[src/design/cuwpe_pkg.sv]
// Purpose: Shared constants for the compare unit with PWM entry
// Assumes: 8-bit register port, Timer1 and Timer2 counters live outside this block
// Notes:   Offsets, field positions and mode codes are named here only once
package cuwpe_pkg;

    // ----------------------------------------------------------------
    // Register offsets on the 4-bit register address
    // ----------------------------------------------------------------
    localparam logic [3:0] ADDR_ALT_PIN = 4'h0; // Alternate pin select
    localparam logic [3:0] ADDR_CTRL1 = 4'h1; // Unit 1 control
    localparam logic [3:0] ADDR_CTRL2 = 4'h2; // Unit 2 control
    localparam logic [3:0] ADDR_CMP1_LO = 4'h3; // Unit 1 compare value low
    localparam logic [3:0] ADDR_CMP1_HI = 4'h4; // Unit 1 compare value high
    localparam logic [3:0] ADDR_CMP2_LO = 4'h5; // Unit 2 compare value low
    localparam logic [3:0] ADDR_CMP2_HI = 4'h6; // Unit 2 compare value high
    localparam logic [3:0] ADDR_IRQ_EN = 4'h7; // Interrupt enables
    localparam logic [3:0] ADDR_IRQ_FLAG = 4'h8; // Interrupt flags, write one to clear
    localparam logic [3:0] ADDR_PERIOD = 4'h9; // PWM period value

    // ----------------------------------------------------------------
    // Field layout
    // ----------------------------------------------------------------
    localparam int CTRL_W = 6; // Implemented control bits, upper two read zero
    localparam int MODE_LSB = 0; // Mode select position
    localparam int MODE_W = 4; // Mode select width
    localparam int DUTY_LSB = 4; // Duty low bits position
    localparam int DUTY_LO_W = 2; // Duty low bits width
    localparam int IRQ_BIT_U2 = 0; // Unit 2 flag and enable bit
    localparam int IRQ_BIT_U1 = 1; // Unit 1 flag and enable bit
    localparam int IRQ_W = 2; // Implemented interrupt bits
    localparam int ALT_BIT = 0; // Alternate pin select bit

    // ----------------------------------------------------------------
    // Reset values
    // ----------------------------------------------------------------
    localparam logic [CTRL_W-1:0] CTRL_RST = 6'h00;
    localparam logic [15:0] CMP_RST = 16'h0000;
    localparam logic [7:0] PERIOD_RST = 8'h00;
    localparam logic [IRQ_W-1:0] IRQ_RST = 2'h0;
    localparam logic [7:0] RDATA_ZERO = 8'h00;

    // ----------------------------------------------------------------
    // Mode select codes
    // ----------------------------------------------------------------
    localparam logic [3:0] MODE_OFF = 4'h0; // Unit off
    localparam logic [3:0] MODE_TOGGLE = 4'h2; // Toggle pin on match
    localparam logic [3:0] MODE_SET = 4'h8; // Set pin on match
    localparam logic [3:0] MODE_CLEAR = 4'h9; // Clear pin on match
    localparam logic [3:0] MODE_SWI = 4'ha; // Flag only, pin uncontrolled
    localparam logic [3:0] MODE_SPECIAL = 4'hb; // Special event trigger
    localparam logic [1:0] MODE_PWM_TOP = 2'h3; // Upper mode bits for PWM
    localparam logic [9:0] DUTY_ZERO = 10'h000; // Duty value of zero percent

endpackage

[src/design/cuwpe_unit.sv]
// Purpose: One compare unit with its output latch and PWM entry
// Assumes: Timer counts are from logic on the same clock
// Notes:   Match event is one pulse per entry into the equal condition
`timescale 1ns/1ps
module cuwpe_unit
    import cuwpe_pkg::*;
(
    input wire logic i_clk_sys, // System clock
    input wire logic i_resetn, // Asynchronous reset, active low
    input wire logic [3:0] i_mode, // Mode select
    input wire logic [1:0] i_duty_low, // Duty low bits
    input wire logic [15:0] i_cmp_value, // Compare value
    input wire logic i_ctrl_clear, // Control register written with zero
    input wire logic [15:0] i_timer_one_count_count, // Timer1 count
    input wire logic [7:0] i_tmr2_count, // Timer2 count
    input wire logic [1:0] i_tmr2_fine, // Two extra time base bits
    input wire logic i_period_hit, // Timer2 period match on its increment
    output logic o_pin, // Compare or PWM output latch
    output logic o_pin_ctl, // Unit controls its pin
    output logic o_match_event, // Match event pulse
    output logic o_special_req // Special trigger level
);

    // ----------------------------------------------------------------
    // State
    // ----------------------------------------------------------------
    typedef struct packed {
        logic latch; // Compare output latch
        logic match_prev; // Match seen on the previous cycle
        logic [9:0] duty; // Duty value latched at period start
    } cuwpe_unit_s;

    cuwpe_unit_s st_r;
    cuwpe_unit_s st_nxt;
    logic match; // Counts are equal now
    logic rise; // First cycle of equality
    logic is_pwm; // PWM mode selected
    logic is_cmp; // Any compare mode selected
    logic pin_mode; // Compare mode that drives the pin

    // Decode of the mode select
    always_comb
    begin
        match = (i_cmp_value == i_timer_one_count_count);
        rise = match && !st_r.match_prev;
        is_pwm = (i_mode[3:2] == MODE_PWM_TOP);
        pin_mode = (i_mode == MODE_TOGGLE) || (i_mode == MODE_SET) || (i_mode == MODE_CLEAR);
        is_cmp = pin_mode || (i_mode == MODE_SWI) || (i_mode == MODE_SPECIAL);
    end

    // Next state of the latch and the duty buffer
    always_comb
    begin
        st_nxt = st_r;
        st_nxt.match_prev = match;
        if (i_ctrl_clear)
        begin
            // Clearing control drops the latch, not the port latch
            st_nxt.latch = 1'b0;
        end
        else if (is_pwm)
        begin
            if (i_period_hit)
            begin
                // Duty is double buffered so a new value starts glitch free
                st_nxt.duty = {i_cmp_value[7:0], i_duty_low};
                st_nxt.latch = ({i_cmp_value[7:0], i_duty_low} != DUTY_ZERO);
            end
            else if ({i_tmr2_count, i_tmr2_fine} == st_r.duty)
            begin
                st_nxt.latch = 1'b0;
            end
        end
        else if (rise)
        begin
            // Pin action on a match
            case (i_mode)
                MODE_TOGGLE: st_nxt.latch = !st_r.latch;
                MODE_SET: st_nxt.latch = 1'b1;
                MODE_CLEAR: st_nxt.latch = 1'b0;
                default: st_nxt.latch = st_r.latch; // Flag only modes leave it
            endcase
        end
    end

    // State register; compare halts whenever the system clock stops
    always_ff @(posedge i_clk_sys or negedge i_resetn)
    begin
        if (!i_resetn)
        begin
            st_r <= '0;
        end
        else
        begin
            st_r <= st_nxt;
        end
    end

    // Outputs
    assign o_pin = st_r.latch;
    assign o_pin_ctl = pin_mode || is_pwm;
    assign o_match_event = is_cmp && rise;
    assign o_special_req = (i_mode == MODE_SPECIAL) && match;
endmodule // cuwpe_unit

[src/design/cuwpe_top.sv]
// Purpose: Two compare units with PWM entry, registers and interrupt
// Assumes: Timer1 and Timer2 run outside on the system clock, Timer1 honours the clear request
// Notes:   Summary of operation follows
`timescale 1ns/1ps
module cuwpe_top
    import cuwpe_pkg::*;
(
    input wire logic i_clk_sys, // System clock, 10 MHz
    input wire logic i_resetn, // Asynchronous reset, active low
    input wire logic [3:0] i_addr, // Register address
    input wire logic [7:0] i_wdata, // Register write data
    input wire logic i_wr, // Write strobe
    input wire logic i_rd, // Read strobe
    output logic [7:0] o_rdata, // Read data, cycle after the strobe
    output logic o_irq, // Interrupt, level
    input wire logic [15:0] i_timer_one_count_count, // Timer1 count
    input wire logic [7:0] i_tmr2_count, // Timer2 count
    input wire logic [1:0] i_tmr2_fine, // Timer2 extra time base bits
    input wire logic i_tmr2_tick, // Timer2 increment pulse
    input wire logic i_adc_enabled, // Converter enabled
    output logic o_timer_one_count_clear, // Clear Timer1 at its next increment
    output logic o_adc_start, // Start conversion pulse
    output logic o_unit1_pin, // Unit 1 pin level
    output logic o_unit1_oe, // Unit 1 drives its pin
    output logic o_unit2_pri_pin, // Unit 2 level on primary pin
    output logic o_unit2_pri_oe, // Unit 2 drives primary pin
    output logic o_unit2_alt_pin, // Unit 2 level on alternate pin
    output logic o_unit2_alt_oe // Unit 2 drives alternate pin
);

    // ----------------------------------------------------------------
    // State
    // ----------------------------------------------------------------
    typedef struct packed {
        logic alt_sel; // Alternate pin select
        logic [CTRL_W-1:0] ctrl1; // Unit 1 control
        logic [CTRL_W-1:0] ctrl2; // Unit 2 control
        logic [15:0] cmp1; // Unit 1 compare value
        logic [15:0] cmp2; // Unit 2 compare value
        logic [IRQ_W-1:0] irq_en; // Interrupt enables
        logic [IRQ_W-1:0] irq_flag; // Sticky interrupt flags
        logic [7:0] period; // PWM period value
        logic [7:0] rdata; // Read data
        logic irq; // Interrupt output
        logic timer_one_count_clear; // Timer1 clear request
        logic adc_start; // Conversion start pulse
        logic pin1; // Unit 1 pin
        logic oe1; // Unit 1 enable
        logic pin_pri; // Unit 2 primary pin
        logic oe_pri; // Unit 2 primary enable
        logic pin_alt; // Unit 2 alternate pin
        logic oe_alt; // Unit 2 alternate enable
    } cuwpe_top_s;

    cuwpe_top_s st_r;
    cuwpe_top_s st_nxt;
    logic wr_ctrl1_zero; // Unit 1 control written with zero
    logic wr_ctrl2_zero; // Unit 2 control written with zero
    logic period_hit; // Timer2 reached period on its increment
    logic u1_pin; // Unit 1 latch
    logic u1_ctl; // Unit 1 controls pin
    logic u1_event; // Unit 1 match event
    logic u1_special; // Unit 1 special trigger
    logic u2_pin; // Unit 2 latch
    logic u2_ctl; // Unit 2 controls pin
    logic u2_event; // Unit 2 match event
    logic u2_special; // Unit 2 special trigger
    logic [IRQ_W-1:0] events; // Events this cycle
    logic [IRQ_W-1:0] flag_clr; // Write one to clear mask

    // ----------------------------------------------------------------
    // Strobes for the units, the period match shared by both
    // ----------------------------------------------------------------
    // Zero writes and the Timer2 period match
    always_comb
    begin
        wr_ctrl1_zero = i_wr && (i_addr == ADDR_CTRL1) && (i_wdata == RDATA_ZERO);
        wr_ctrl2_zero = i_wr && (i_addr == ADDR_CTRL2) && (i_wdata == RDATA_ZERO);
        period_hit = i_tmr2_tick && (i_tmr2_count == st_r.period);
    end

    // ----------------------------------------------------------------
    // Compare units
    // ----------------------------------------------------------------
    cuwpe_unit u_unit1 (
        .i_clk_sys(i_clk_sys),
        .i_resetn(i_resetn),
        .i_mode(st_r.ctrl1[MODE_LSB +: MODE_W]),
        .i_duty_low(st_r.ctrl1[DUTY_LSB +: DUTY_LO_W]),
        .i_cmp_value(st_r.cmp1),
        .i_ctrl_clear(wr_ctrl1_zero),
        .i_timer_one_count_count(i_timer_one_count_count),
        .i_tmr2_count(i_tmr2_count),
        .i_tmr2_fine(i_tmr2_fine),
        .i_period_hit(period_hit),
        .o_pin(u1_pin),
        .o_pin_ctl(u1_ctl),
        .o_match_event(u1_event),
        .o_special_req(u1_special)
    );

    cuwpe_unit u_unit2 (
        .i_clk_sys(i_clk_sys),
        .i_resetn(i_resetn),
        .i_mode(st_r.ctrl2[MODE_LSB +: MODE_W]),
        .i_duty_low(st_r.ctrl2[DUTY_LSB +: DUTY_LO_W]),
        .i_cmp_value(st_r.cmp2),
        .i_ctrl_clear(wr_ctrl2_zero),
        .i_timer_one_count_count(i_timer_one_count_count),
        .i_tmr2_count(i_tmr2_count),
        .i_tmr2_fine(i_tmr2_fine),
        .i_period_hit(period_hit),
        .o_pin(u2_pin),
        .o_pin_ctl(u2_ctl),
        .o_match_event(u2_event),
        .o_special_req(u2_special)
    );

    // ----------------------------------------------------------------
    // Register file, interrupt and pin routing
    // ----------------------------------------------------------------
    // Next state; a flag set in the same cycle as its clear survives
    always_comb
    begin
        st_nxt = st_r;
        events = '0;
        events[IRQ_BIT_U1] = u1_event;
        events[IRQ_BIT_U2] = u2_event;
        flag_clr = '0;
        // Register writes
        if (i_wr)
        begin
            case (i_addr)
                ADDR_ALT_PIN: st_nxt.alt_sel = i_wdata[ALT_BIT];
                ADDR_CTRL1: st_nxt.ctrl1 = i_wdata[CTRL_W-1:0];
                ADDR_CTRL2: st_nxt.ctrl2 = i_wdata[CTRL_W-1:0];
                ADDR_CMP1_LO: st_nxt.cmp1[7:0] = i_wdata;
                ADDR_CMP1_HI: st_nxt.cmp1[15:8] = i_wdata;
                ADDR_CMP2_LO: st_nxt.cmp2[7:0] = i_wdata;
                ADDR_CMP2_HI: st_nxt.cmp2[15:8] = i_wdata;
                ADDR_IRQ_EN: st_nxt.irq_en = i_wdata[IRQ_W-1:0];
                ADDR_IRQ_FLAG: flag_clr = i_wdata[IRQ_W-1:0];
                ADDR_PERIOD: st_nxt.period = i_wdata;
                default: st_nxt.period = st_r.period; // Unmapped writes ignored
            endcase
        end
        st_nxt.irq_flag = (st_r.irq_flag & ~flag_clr) | events;
        st_nxt.irq = |(st_nxt.irq_flag & st_nxt.irq_en);
        // Read data stand only in the cycle after the strobe
        st_nxt.rdata = RDATA_ZERO;
        if (i_rd)
        begin
            case (i_addr)
                ADDR_ALT_PIN: st_nxt.rdata = {7'h00, st_r.alt_sel};
                ADDR_CTRL1: st_nxt.rdata = {2'h0, st_r.ctrl1};
                ADDR_CTRL2: st_nxt.rdata = {2'h0, st_r.ctrl2};
                ADDR_CMP1_LO: st_nxt.rdata = st_r.cmp1[7:0];
                ADDR_CMP1_HI: st_nxt.rdata = st_r.cmp1[15:8];
                ADDR_CMP2_LO: st_nxt.rdata = st_r.cmp2[7:0];
                ADDR_CMP2_HI: st_nxt.rdata = st_r.cmp2[15:8];
                ADDR_IRQ_EN: st_nxt.rdata = {6'h00, st_r.irq_en};
                ADDR_IRQ_FLAG: st_nxt.rdata = {6'h00, st_r.irq_flag};
                ADDR_PERIOD: st_nxt.rdata = st_r.period;
                default: st_nxt.rdata = RDATA_ZERO; // Unmapped reads zero
            endcase
        end
        // Level request; Timer1 takes it on its own increment, so a vanished match skips it
        st_nxt.timer_one_count_clear = u1_special || u2_special;
        // The clear request is not an overflow, so the timer sets no overflow flag
        // Conversion start belongs to unit 2 alone
        st_nxt.adc_start = u2_event && (st_r.ctrl2[MODE_LSB +: MODE_W] == MODE_SPECIAL) && i_adc_enabled;
        // Pins; direction stays with software outside this block
        st_nxt.pin1 = u1_pin;
        st_nxt.oe1 = u1_ctl;
        st_nxt.pin_pri = u2_pin && !st_r.alt_sel;
        st_nxt.oe_pri = u2_ctl && !st_r.alt_sel;
        st_nxt.pin_alt = u2_pin && st_r.alt_sel;
        st_nxt.oe_alt = u2_ctl && st_r.alt_sel;
    end

    // State register; all control state starts from zero
    always_ff @(posedge i_clk_sys or negedge i_resetn)
    begin
        if (!i_resetn)
        begin
            st_r <= '0;
        end
        else
        begin
            st_r <= st_nxt;
        end
    end

    // Outputs straight from the state register
    assign o_rdata = st_r.rdata;
    assign o_irq = st_r.irq;
    assign o_timer_one_count_clear = st_r.timer_one_count_clear;
    assign o_adc_start = st_r.adc_start;
    assign o_unit1_pin = st_r.pin1;
    assign o_unit1_oe = st_r.oe1;
    assign o_unit2_pri_pin = st_r.pin_pri;
    assign o_unit2_pri_oe = st_r.oe_pri;
    assign o_unit2_alt_pin = st_r.pin_alt;
    assign o_unit2_alt_oe = st_r.oe_alt;
endmodule // cuwpe_top

[config.mk]
export PLATFORM = sky130hd
export DESIGN_NAME = cuwpe_top
export DESIGN_NICKNAME = d
export VERILOG_FILES = /design/src/design/cuwpe_pkg.sv /design/src/design/cuwpe_unit.sv /design/src/design/cuwpe_top.sv
export SDC_FILE = /design/constraint.sdc
export NUM_CORES = 1
export LEC_CHECK = 0
export ABC_AREA = 1
export BUFFER_PORTS_ARGS = -buffer_cell sky130_fd_sc_hd__buf_4
export CORE_UTILIZATION = 45
export CTS_BUF_LIST = sky130_fd_sc_hd__clkbuf_2 sky130_fd_sc_hd__clkbuf_4 sky130_fd_sc_hd__clkbuf_8
export DETAILED_ROUTE_END_ITERATION = 10
export PLACE_DENSITY_LB_ADDON = 0.2
export SETUP_SLACK_MARGIN = 0.1
export SLEW_MARGIN = 10
export SYNTH_ARGS = -nofsm -noshare
export SYNTH_HDL_FRONTEND = slang
export SYNTH_SLANG_ARGS = --single-unit
[constraint.sdc]
create_clock -name i_clk_sys -period 4.2 [get_ports i_clk_sys]
set_input_delay 0.63 -clock i_clk_sys [delete_from_list [all_inputs] [get_ports i_clk_sys]]
set_output_delay 0.63 -clock i_clk_sys [all_outputs]
set_load 0.005 [all_outputs]
==> out/qor.yml, run 1 <==
outcome: "complete, but fails checks"
violations: "DRC"
hp-class: "primary input to asynchronous set/reset pin"
yosysSeqAreaShare: 0.4490
required_ps: 4490
synthFlopType: "dfrtp_1"
vias: 4810
max-slew-margin-rel: 0.2934
core_um2: 11610
p_comb_frac: 0.259
final_net_count: 814
r2r_start: "st_r[33]$_DFFE_PN0P_"
path_max_fanout: 5
ys_ff_latch: 98
setup_viol: 0
drc: 4
critical_path_buf_inv_count: 1
powerDensity_nw_per_um2: 404.2
cpPeakStageDelay_ps: 480
hold_buffers: 0
tightest_slew_ps: 1060
power.internal_uw: 1593
die_y_um: 112.2
hpwl_mm: 11.47
rows: 39
drive_gt1_frac: 0.2245
setup_slack_ps: 2408
via_per_inst: 5.240
gp_congestion: 0.9027
synth_edf_count: 0
grt_pass1_wl_mm: 23.98
ys_warn_count: 0
grt_usage: 0.2524
p_leak_uw: 0.003221
crit_path_start: "st_r[33]$_DFFE_PN0P_"
h-tree-depth: 3
timing.final.crit_share: 0.4267
grt_overflow: 0
grt_max_degree: 82
path_clk_slew_ps: 100
syn_nets: 762
slew_violations: 0
port_buffers: 60
crit_chain: "inv_1 > nand2_1 > nand2_1 > nor2_1 > nand2_1 > nor2_1 > nand4_1 > nand2_1 > nand2_1 > nand2_1 > nand2_1"
synth_cell_type_count: 33
hold_viol: 0
placed_area_um2: 5954
cts_tree: "yes"
pin_count: 61
fin_worst_skew_ps: 13.71
cts_sinks: 98
async_flop_share: 1.000
grt_antenna_before_repair: 0
rsz0062_at_grt: "no"
final_area_um2: 6140
initial_core_util: 0.4703
drv_cap: 0
die_w_um: 112.2
post_cts_resized: 0
post_cts_buffers: 0
end_kind: "register"
cpMostUsedCell: "nand2_1"
wire_per_inst_um: 16.26
seq_power_share: 0.501
arrival_ps: 2080
cts_buffer_depth: 2
reg2reg_slack_ps: 2410
clkPwrFrac: 0.240
clk_latency_ps: 390
crit_type: "register to register"
drt_iter0_drc: 440
drt_first_pass_iters: 8
ir_drop_v: 0.0002262
drt_wl_total_mm: 14.93
tns_ps: 0
fin_util: 0.5287
netSwitchingFraction: 0.3581
fmax_mhz: 558.0
dp_slack_ps: 2120
fill_cells: 1150
ctsRootBufferMaster: "clkbuf_8"
avgSynthCellArea_um2: 7.607
p_sw_uw: 888.7
die_area_um2: 12580
antenna_cells: 0
syn-cell-area_um2: 5461
syn_to_final_growth_pct: 12.42
cts_buffers: 9
start_kind: "register"
grt_pass1_vias: 4625
syn_inst: 718
slowest_stage: "dfrtp_1"
crit_family: "simple AND/OR/NAND/NOR gates"
ant_nets: 0
fin_crit_ps: 1792
total_power_uw: 2482
-- registers in the layout, indices dropped and copies added, names as in the netlist --
| name | cells |
|---|---|
| o_unit2_alt_oe | 1 |
| o_timer_one_count_clear | 1 |
| o_unit1_pin | 1 |
| u_unit2.o_pin | 1 |
| st_r | 57 |
| o_adc_start | 1 |
| o_unit2_pri_oe | 1 |
| u_unit2.st_r | 11 |
| o_unit2_alt_pin | 1 |
| o_unit2_pri_pin | 1 |
| o_irq | 1 |
| u_unit1.o_pin | 1 |
| u_unit1.st_r | 11 |
| o_rdata | 8 |
| o_unit1_oe | 1 |
-- power groups by stage --
stage	clock [uW]	combinational [uW]	sequential, uW
3_3_place_gp	0	626	1250
4_1_cts	605	640	1240
6_report	596	643	1240
5_1_grt	640	724	1260
2_1_floorplan	0	414	1210
3_5_place_dp	0	636	1260
-- cell type report --
cell class	count	area [um^2]	area share
multi-input cells	497	2474	0.4029
flip-flops and latches	98	2452	0.3994
repair buffers	61	457.9	0.07459
inverters	103	391.6	0.06379
well taps	143	178.9	0.02914
clock buffers	12	158.9	0.02588
clock inverters	4	26.28	0.004280
-- cell families (layout without fill, tap and decap cells) --
group                     after synthesis  count (layout)  synth area share
buffers and inverters                 123             180           0.09805
xor gates and xnor gates               22              22           0.03528
AOI/OAI and AO/OA                     114             114            0.1242
and+or+nand+nor                       361             361            0.2935
DFF                                    98              98            0.4490
-- metrics by stage --
step / instances / hold WS [ps]
3_3_place_gp: 902 / 402.3
4_1_cts: 918 / 436.9
5_1_grt: 918 / 445.0
2_1_floorplan: 718 / 334.4
3_5_place_dp: 902 / 409.2
6_report: 918 / 430.2
-- layout by cell type (no fill, tap or decap), types with 11 or more instances in the layout --
| cell type | Yosys | final |
|---|---|---|
| nand3_1 | 25 | 25 |
| o21ai_0 | 34 | 34 |
| inv_2 | 25 | 25 |
| o21ai_2 | 20 | 20 |
| nor2_1 | 43 | 43 |
| o21ai_1 | 32 | 32 |
| dfrtp_1 | 98 | 98 |
| xor2_1 | 13 | 13 |
| clkbuf_8 | 0 | 11 |
| a21oi_1 | 11 | 11 |
| o22ai_1 | 11 | 11 |
| buf_4 | 8 | 61 |
| nand2_1 | 223 | 223 |
| inv_1 | 77 | 77 |
| nand2_2 | 31 | 31 |
-- synthesized netlist by cell type (all sizes together), types with 5 or more instances --
cell type,number,area [um^2]
o21ai,86,505.5
xor2,13,113.9
nand2,258,1076
a21oi,11,55.05
o22ai,11,68.82
nor2,52,237.7
or2,5,31.28
buf,19,140.1
nor3,9,56.31
xnor2,9,78.83
dfrtp,98,2452
nand3,25,125.1
inv,102,382.9
nand4,9,56.30
-- per-layer routing --
| metal | global-route usage | share of wire |
|---|---|---|
| met3 | 0.03726 | 0.056 |
| met2 | 0.3822 | 0.45 |
| met4 | 0.1298 | 0.034 |
| met5 | 0 | 0 |
| met1 | 0.3535 | 0.46 |
-- final timing paths --
| kind | endpoint | cells past startpoint |
|---|---|---|
| max reg2reg | u_unit2.o_pin$_DFFE_PN0P_ | 11 |
| max in group asynchronous | o_unit1_oe$_DFF_PN0_ | 2 |
| min | st_r[33]$_DFFE_PN0P_ | 1 |
| min reg2reg | o_unit1_pin$_DFF_PN0_ | 0 |
| max | u_unit2.o_pin$_DFFE_PN0P_ | 11 |
| min in group i_clk_sys | o_unit1_pin$_DFF_PN0_ | 0 |
Power figures use the tool's default switching activity.
==> inputs of run 2 (changes only) <==
==> constraint.sdc (replaced) <==
create_clock -name i_clk_sys -period 1.5 [get_ports i_clk_sys]
set_input_delay 0.225 -clock i_clk_sys [delete_from_list [all_inputs] [get_ports i_clk_sys]]
set_output_delay 0.225 -clock i_clk_sys [all_outputs]
set_load 0.005 [all_outputs]
==> out/qor.yml, run 2 (synthesis results as in run 1) <==
hp-class: "primary input to register"
grt_max_degree: 99
largest_reg_flops: 57
largest-register: "st_r"
required_ps: 1770
hpwl_mm: 12.46
grt_antenna_before_repair: 0
ctsRootBufferMaster: "clkbuf_8"
grt_pass1_vias: 4955
drc: 4
power.internal_uw: 5155
cts_sinks: 98
setup_slack_ps: -71.45
cts_buffer_depth: 2
die_y_um: 112.2
grt_pass1_wl_mm: 25.96
port_buffers: 60
tightest_slew_ps: 571.3
drt_first_pass_iters: 8
die_area_um2: 12580
pin_count: 61
end_kind: "register"
drt_wl_total_mm: 16.60
antenna_cells: 0
fin_worst_skew_ps: 11.85
outcome: "complete, but fails checks"
cts_buffers: 9
reg_top3: "st_r x57, u_unit1.st_r x11, u_unit2.st_r x11"
grt_usage: 0.2735
vias: 5140
die_w_um: 112.2
netSwitchingFraction: 0.3429
dp_slack_ps: -125.0
fmax_mhz: 636.4
drt_iter0_drc: 364
dr.max_layer_used: "met4"
drv_cap: 0
final_cell_mix: "nand2_1 (213), buf_4 (135), dfrtp_1 (97), inv_1 (65), inv_2 (37)"
violations: "DRC, setup timing"
rsz0062_at_grt: "yes"
path_max_fanout: 7
via_per_inst: 5.114
timing.final.crit_share: 1.048
wl_met3_mm: 1.019
gp_congestion: 0.9691
drive_gt1_frac: 0.3515
clk_latency_ps: 380
initial_core_util: 0.4703
wl_met2_mm: 7.727
fin_util: 0.6171
p_sw_uw: 2690
core_um2: 11610
finalNonFillerCells: 1005
powerDensity_nw_per_um2: 1095
wire_per_inst_um: 16.51
start_kind: "register"
fin_crit_ps: 1571
h-tree-depth: 3
ir_drop_v: 0.0007873
cts_tree: "yes"
syn_to_final_growth_pct: 31.23
p_leak_uw: 0.003704
crit_type: "register to register"
hold_viol: 0
layout_commonest_cell: "nand2_1"
grt_overflow: 0
m1WireLength_mm: 7.375
setup_viol: 21
final_net_count: 902
seq_power_share: 0.440
rows: 39
slew_violations: 0
arrival_ps: 1840
tns_ps: -855.3
dp.cells: 971
max-slew-margin-rel: 0.6191
path_clk_slew_ps: 100
clkPwrFrac: 0.242
p_comb_frac: 0.318
reg2reg_slack_ps: -70
ant_nets: 0
[run 2: changes by cell type in the layout (fill, tap and decap cells not counted), sizes merged]
| cell | change |
|---|---|
| clkinvlp | -1 |
| bufinv | +2 |
| clkinv | -1 |
| buf | +86 |
| clkbuf | -1 |
| dlygate4sd3 | +1 |
| inv | +1 |
[run 2: worst paths after layout]
check | to | depth (start not counted) | from
setup / recovery | u_unit2.st_r[7]$_DFFE_PN0P_ | 12 | st_r[23]$_DFFE_PN0P_
hold / removal | st_r[63]$_DFFE_PN0P_ | 3 | i_wdata[2]
setup reg to reg | u_unit2.st_r[7]$_DFFE_PN0P_ | 12 | st_r[23]$_DFFE_PN0P_
hold reg to reg | o_unit1_pin$_DFF_PN0_ | 0 | u_unit1.o_pin$_DFFE_PN0P_
max in group asynchronous | u_unit2.st_r[6]$_DFFE_PN0P_ | 3 | i_resetn
min in group asynchronous | st_r[35]$_DFFE_PN0P_ | 3 | i_resetn
[run 2: worst max-delay path, cell delays in order, from the launching register on]
cell and delay, ps:
dfrtp_1 410, inv_2 50, nand2_1 50, nand2_1 50
nor2_1 110, nand2_1 110, nor2_4 140, nand2_2 90
clkinv_4 100, nand2_8 80, buf_12 170, nand2_4 50
o21ai_2 40
[run 2: metrics by stage]
step                hold slack [ps]  area (um^2)  power (uW)
global placement              320.9         6510        5615
finish                        64.86         7167        7845
global route                  69.06         7167        8277
CTS                           50.24         6865        7648
floorplan                    -70.59         5461        4558
detailed placement            333.4         6510        5683
[run 2: final cells by class]
| type | instances | area [um^2] |
|---|---|---|
| fill | 1070 | 4447 |
| multi-input combinational | 497 | 2706 |
| sequential | 98 | 2454 |
| timing repair buffer | 149 | 1226 |
| inverter | 103 | 391.6 |
| tap | 143 | 178.9 |
| clock buffer | 10 | 131.4 |
| clock inverter | 5 | 78.83 |
[run 2: repair_timing]
action | in CTS | in global routing
endpoints found under the hold margin | 98 | 0
endpoints found under the setup margin | 27 | 29
gates cloned | 1 | 1
setup buffers | 6 | 11
hold buffers | 1 | 0
pin swaps | 8 | 31
gates resized for setup | 20 | 57
[run 2: power by group through the flow]
| stage | combinational (uW) | sequential (uW) | clock [uW] |
|---|---|---|---|
| finish | 2500 | 3450 | 1900 |
| global route | 2740 | 3500 | 2030 |
| CTS | 2290 | 3430 | 1930 |
| detailed placement | 2210 | 3480 | 0 |
| global placement | 2160 | 3450 | 0 |
| floorplan | 1160 | 3400 | 0 |
[run 2: metal layers]
layer  vias up  GRT usage
met2       167     0.4294
li1       2533          -
met4         0     0.1271
met1      2406     0.3757
met3        34    0.03942
met5         -          0
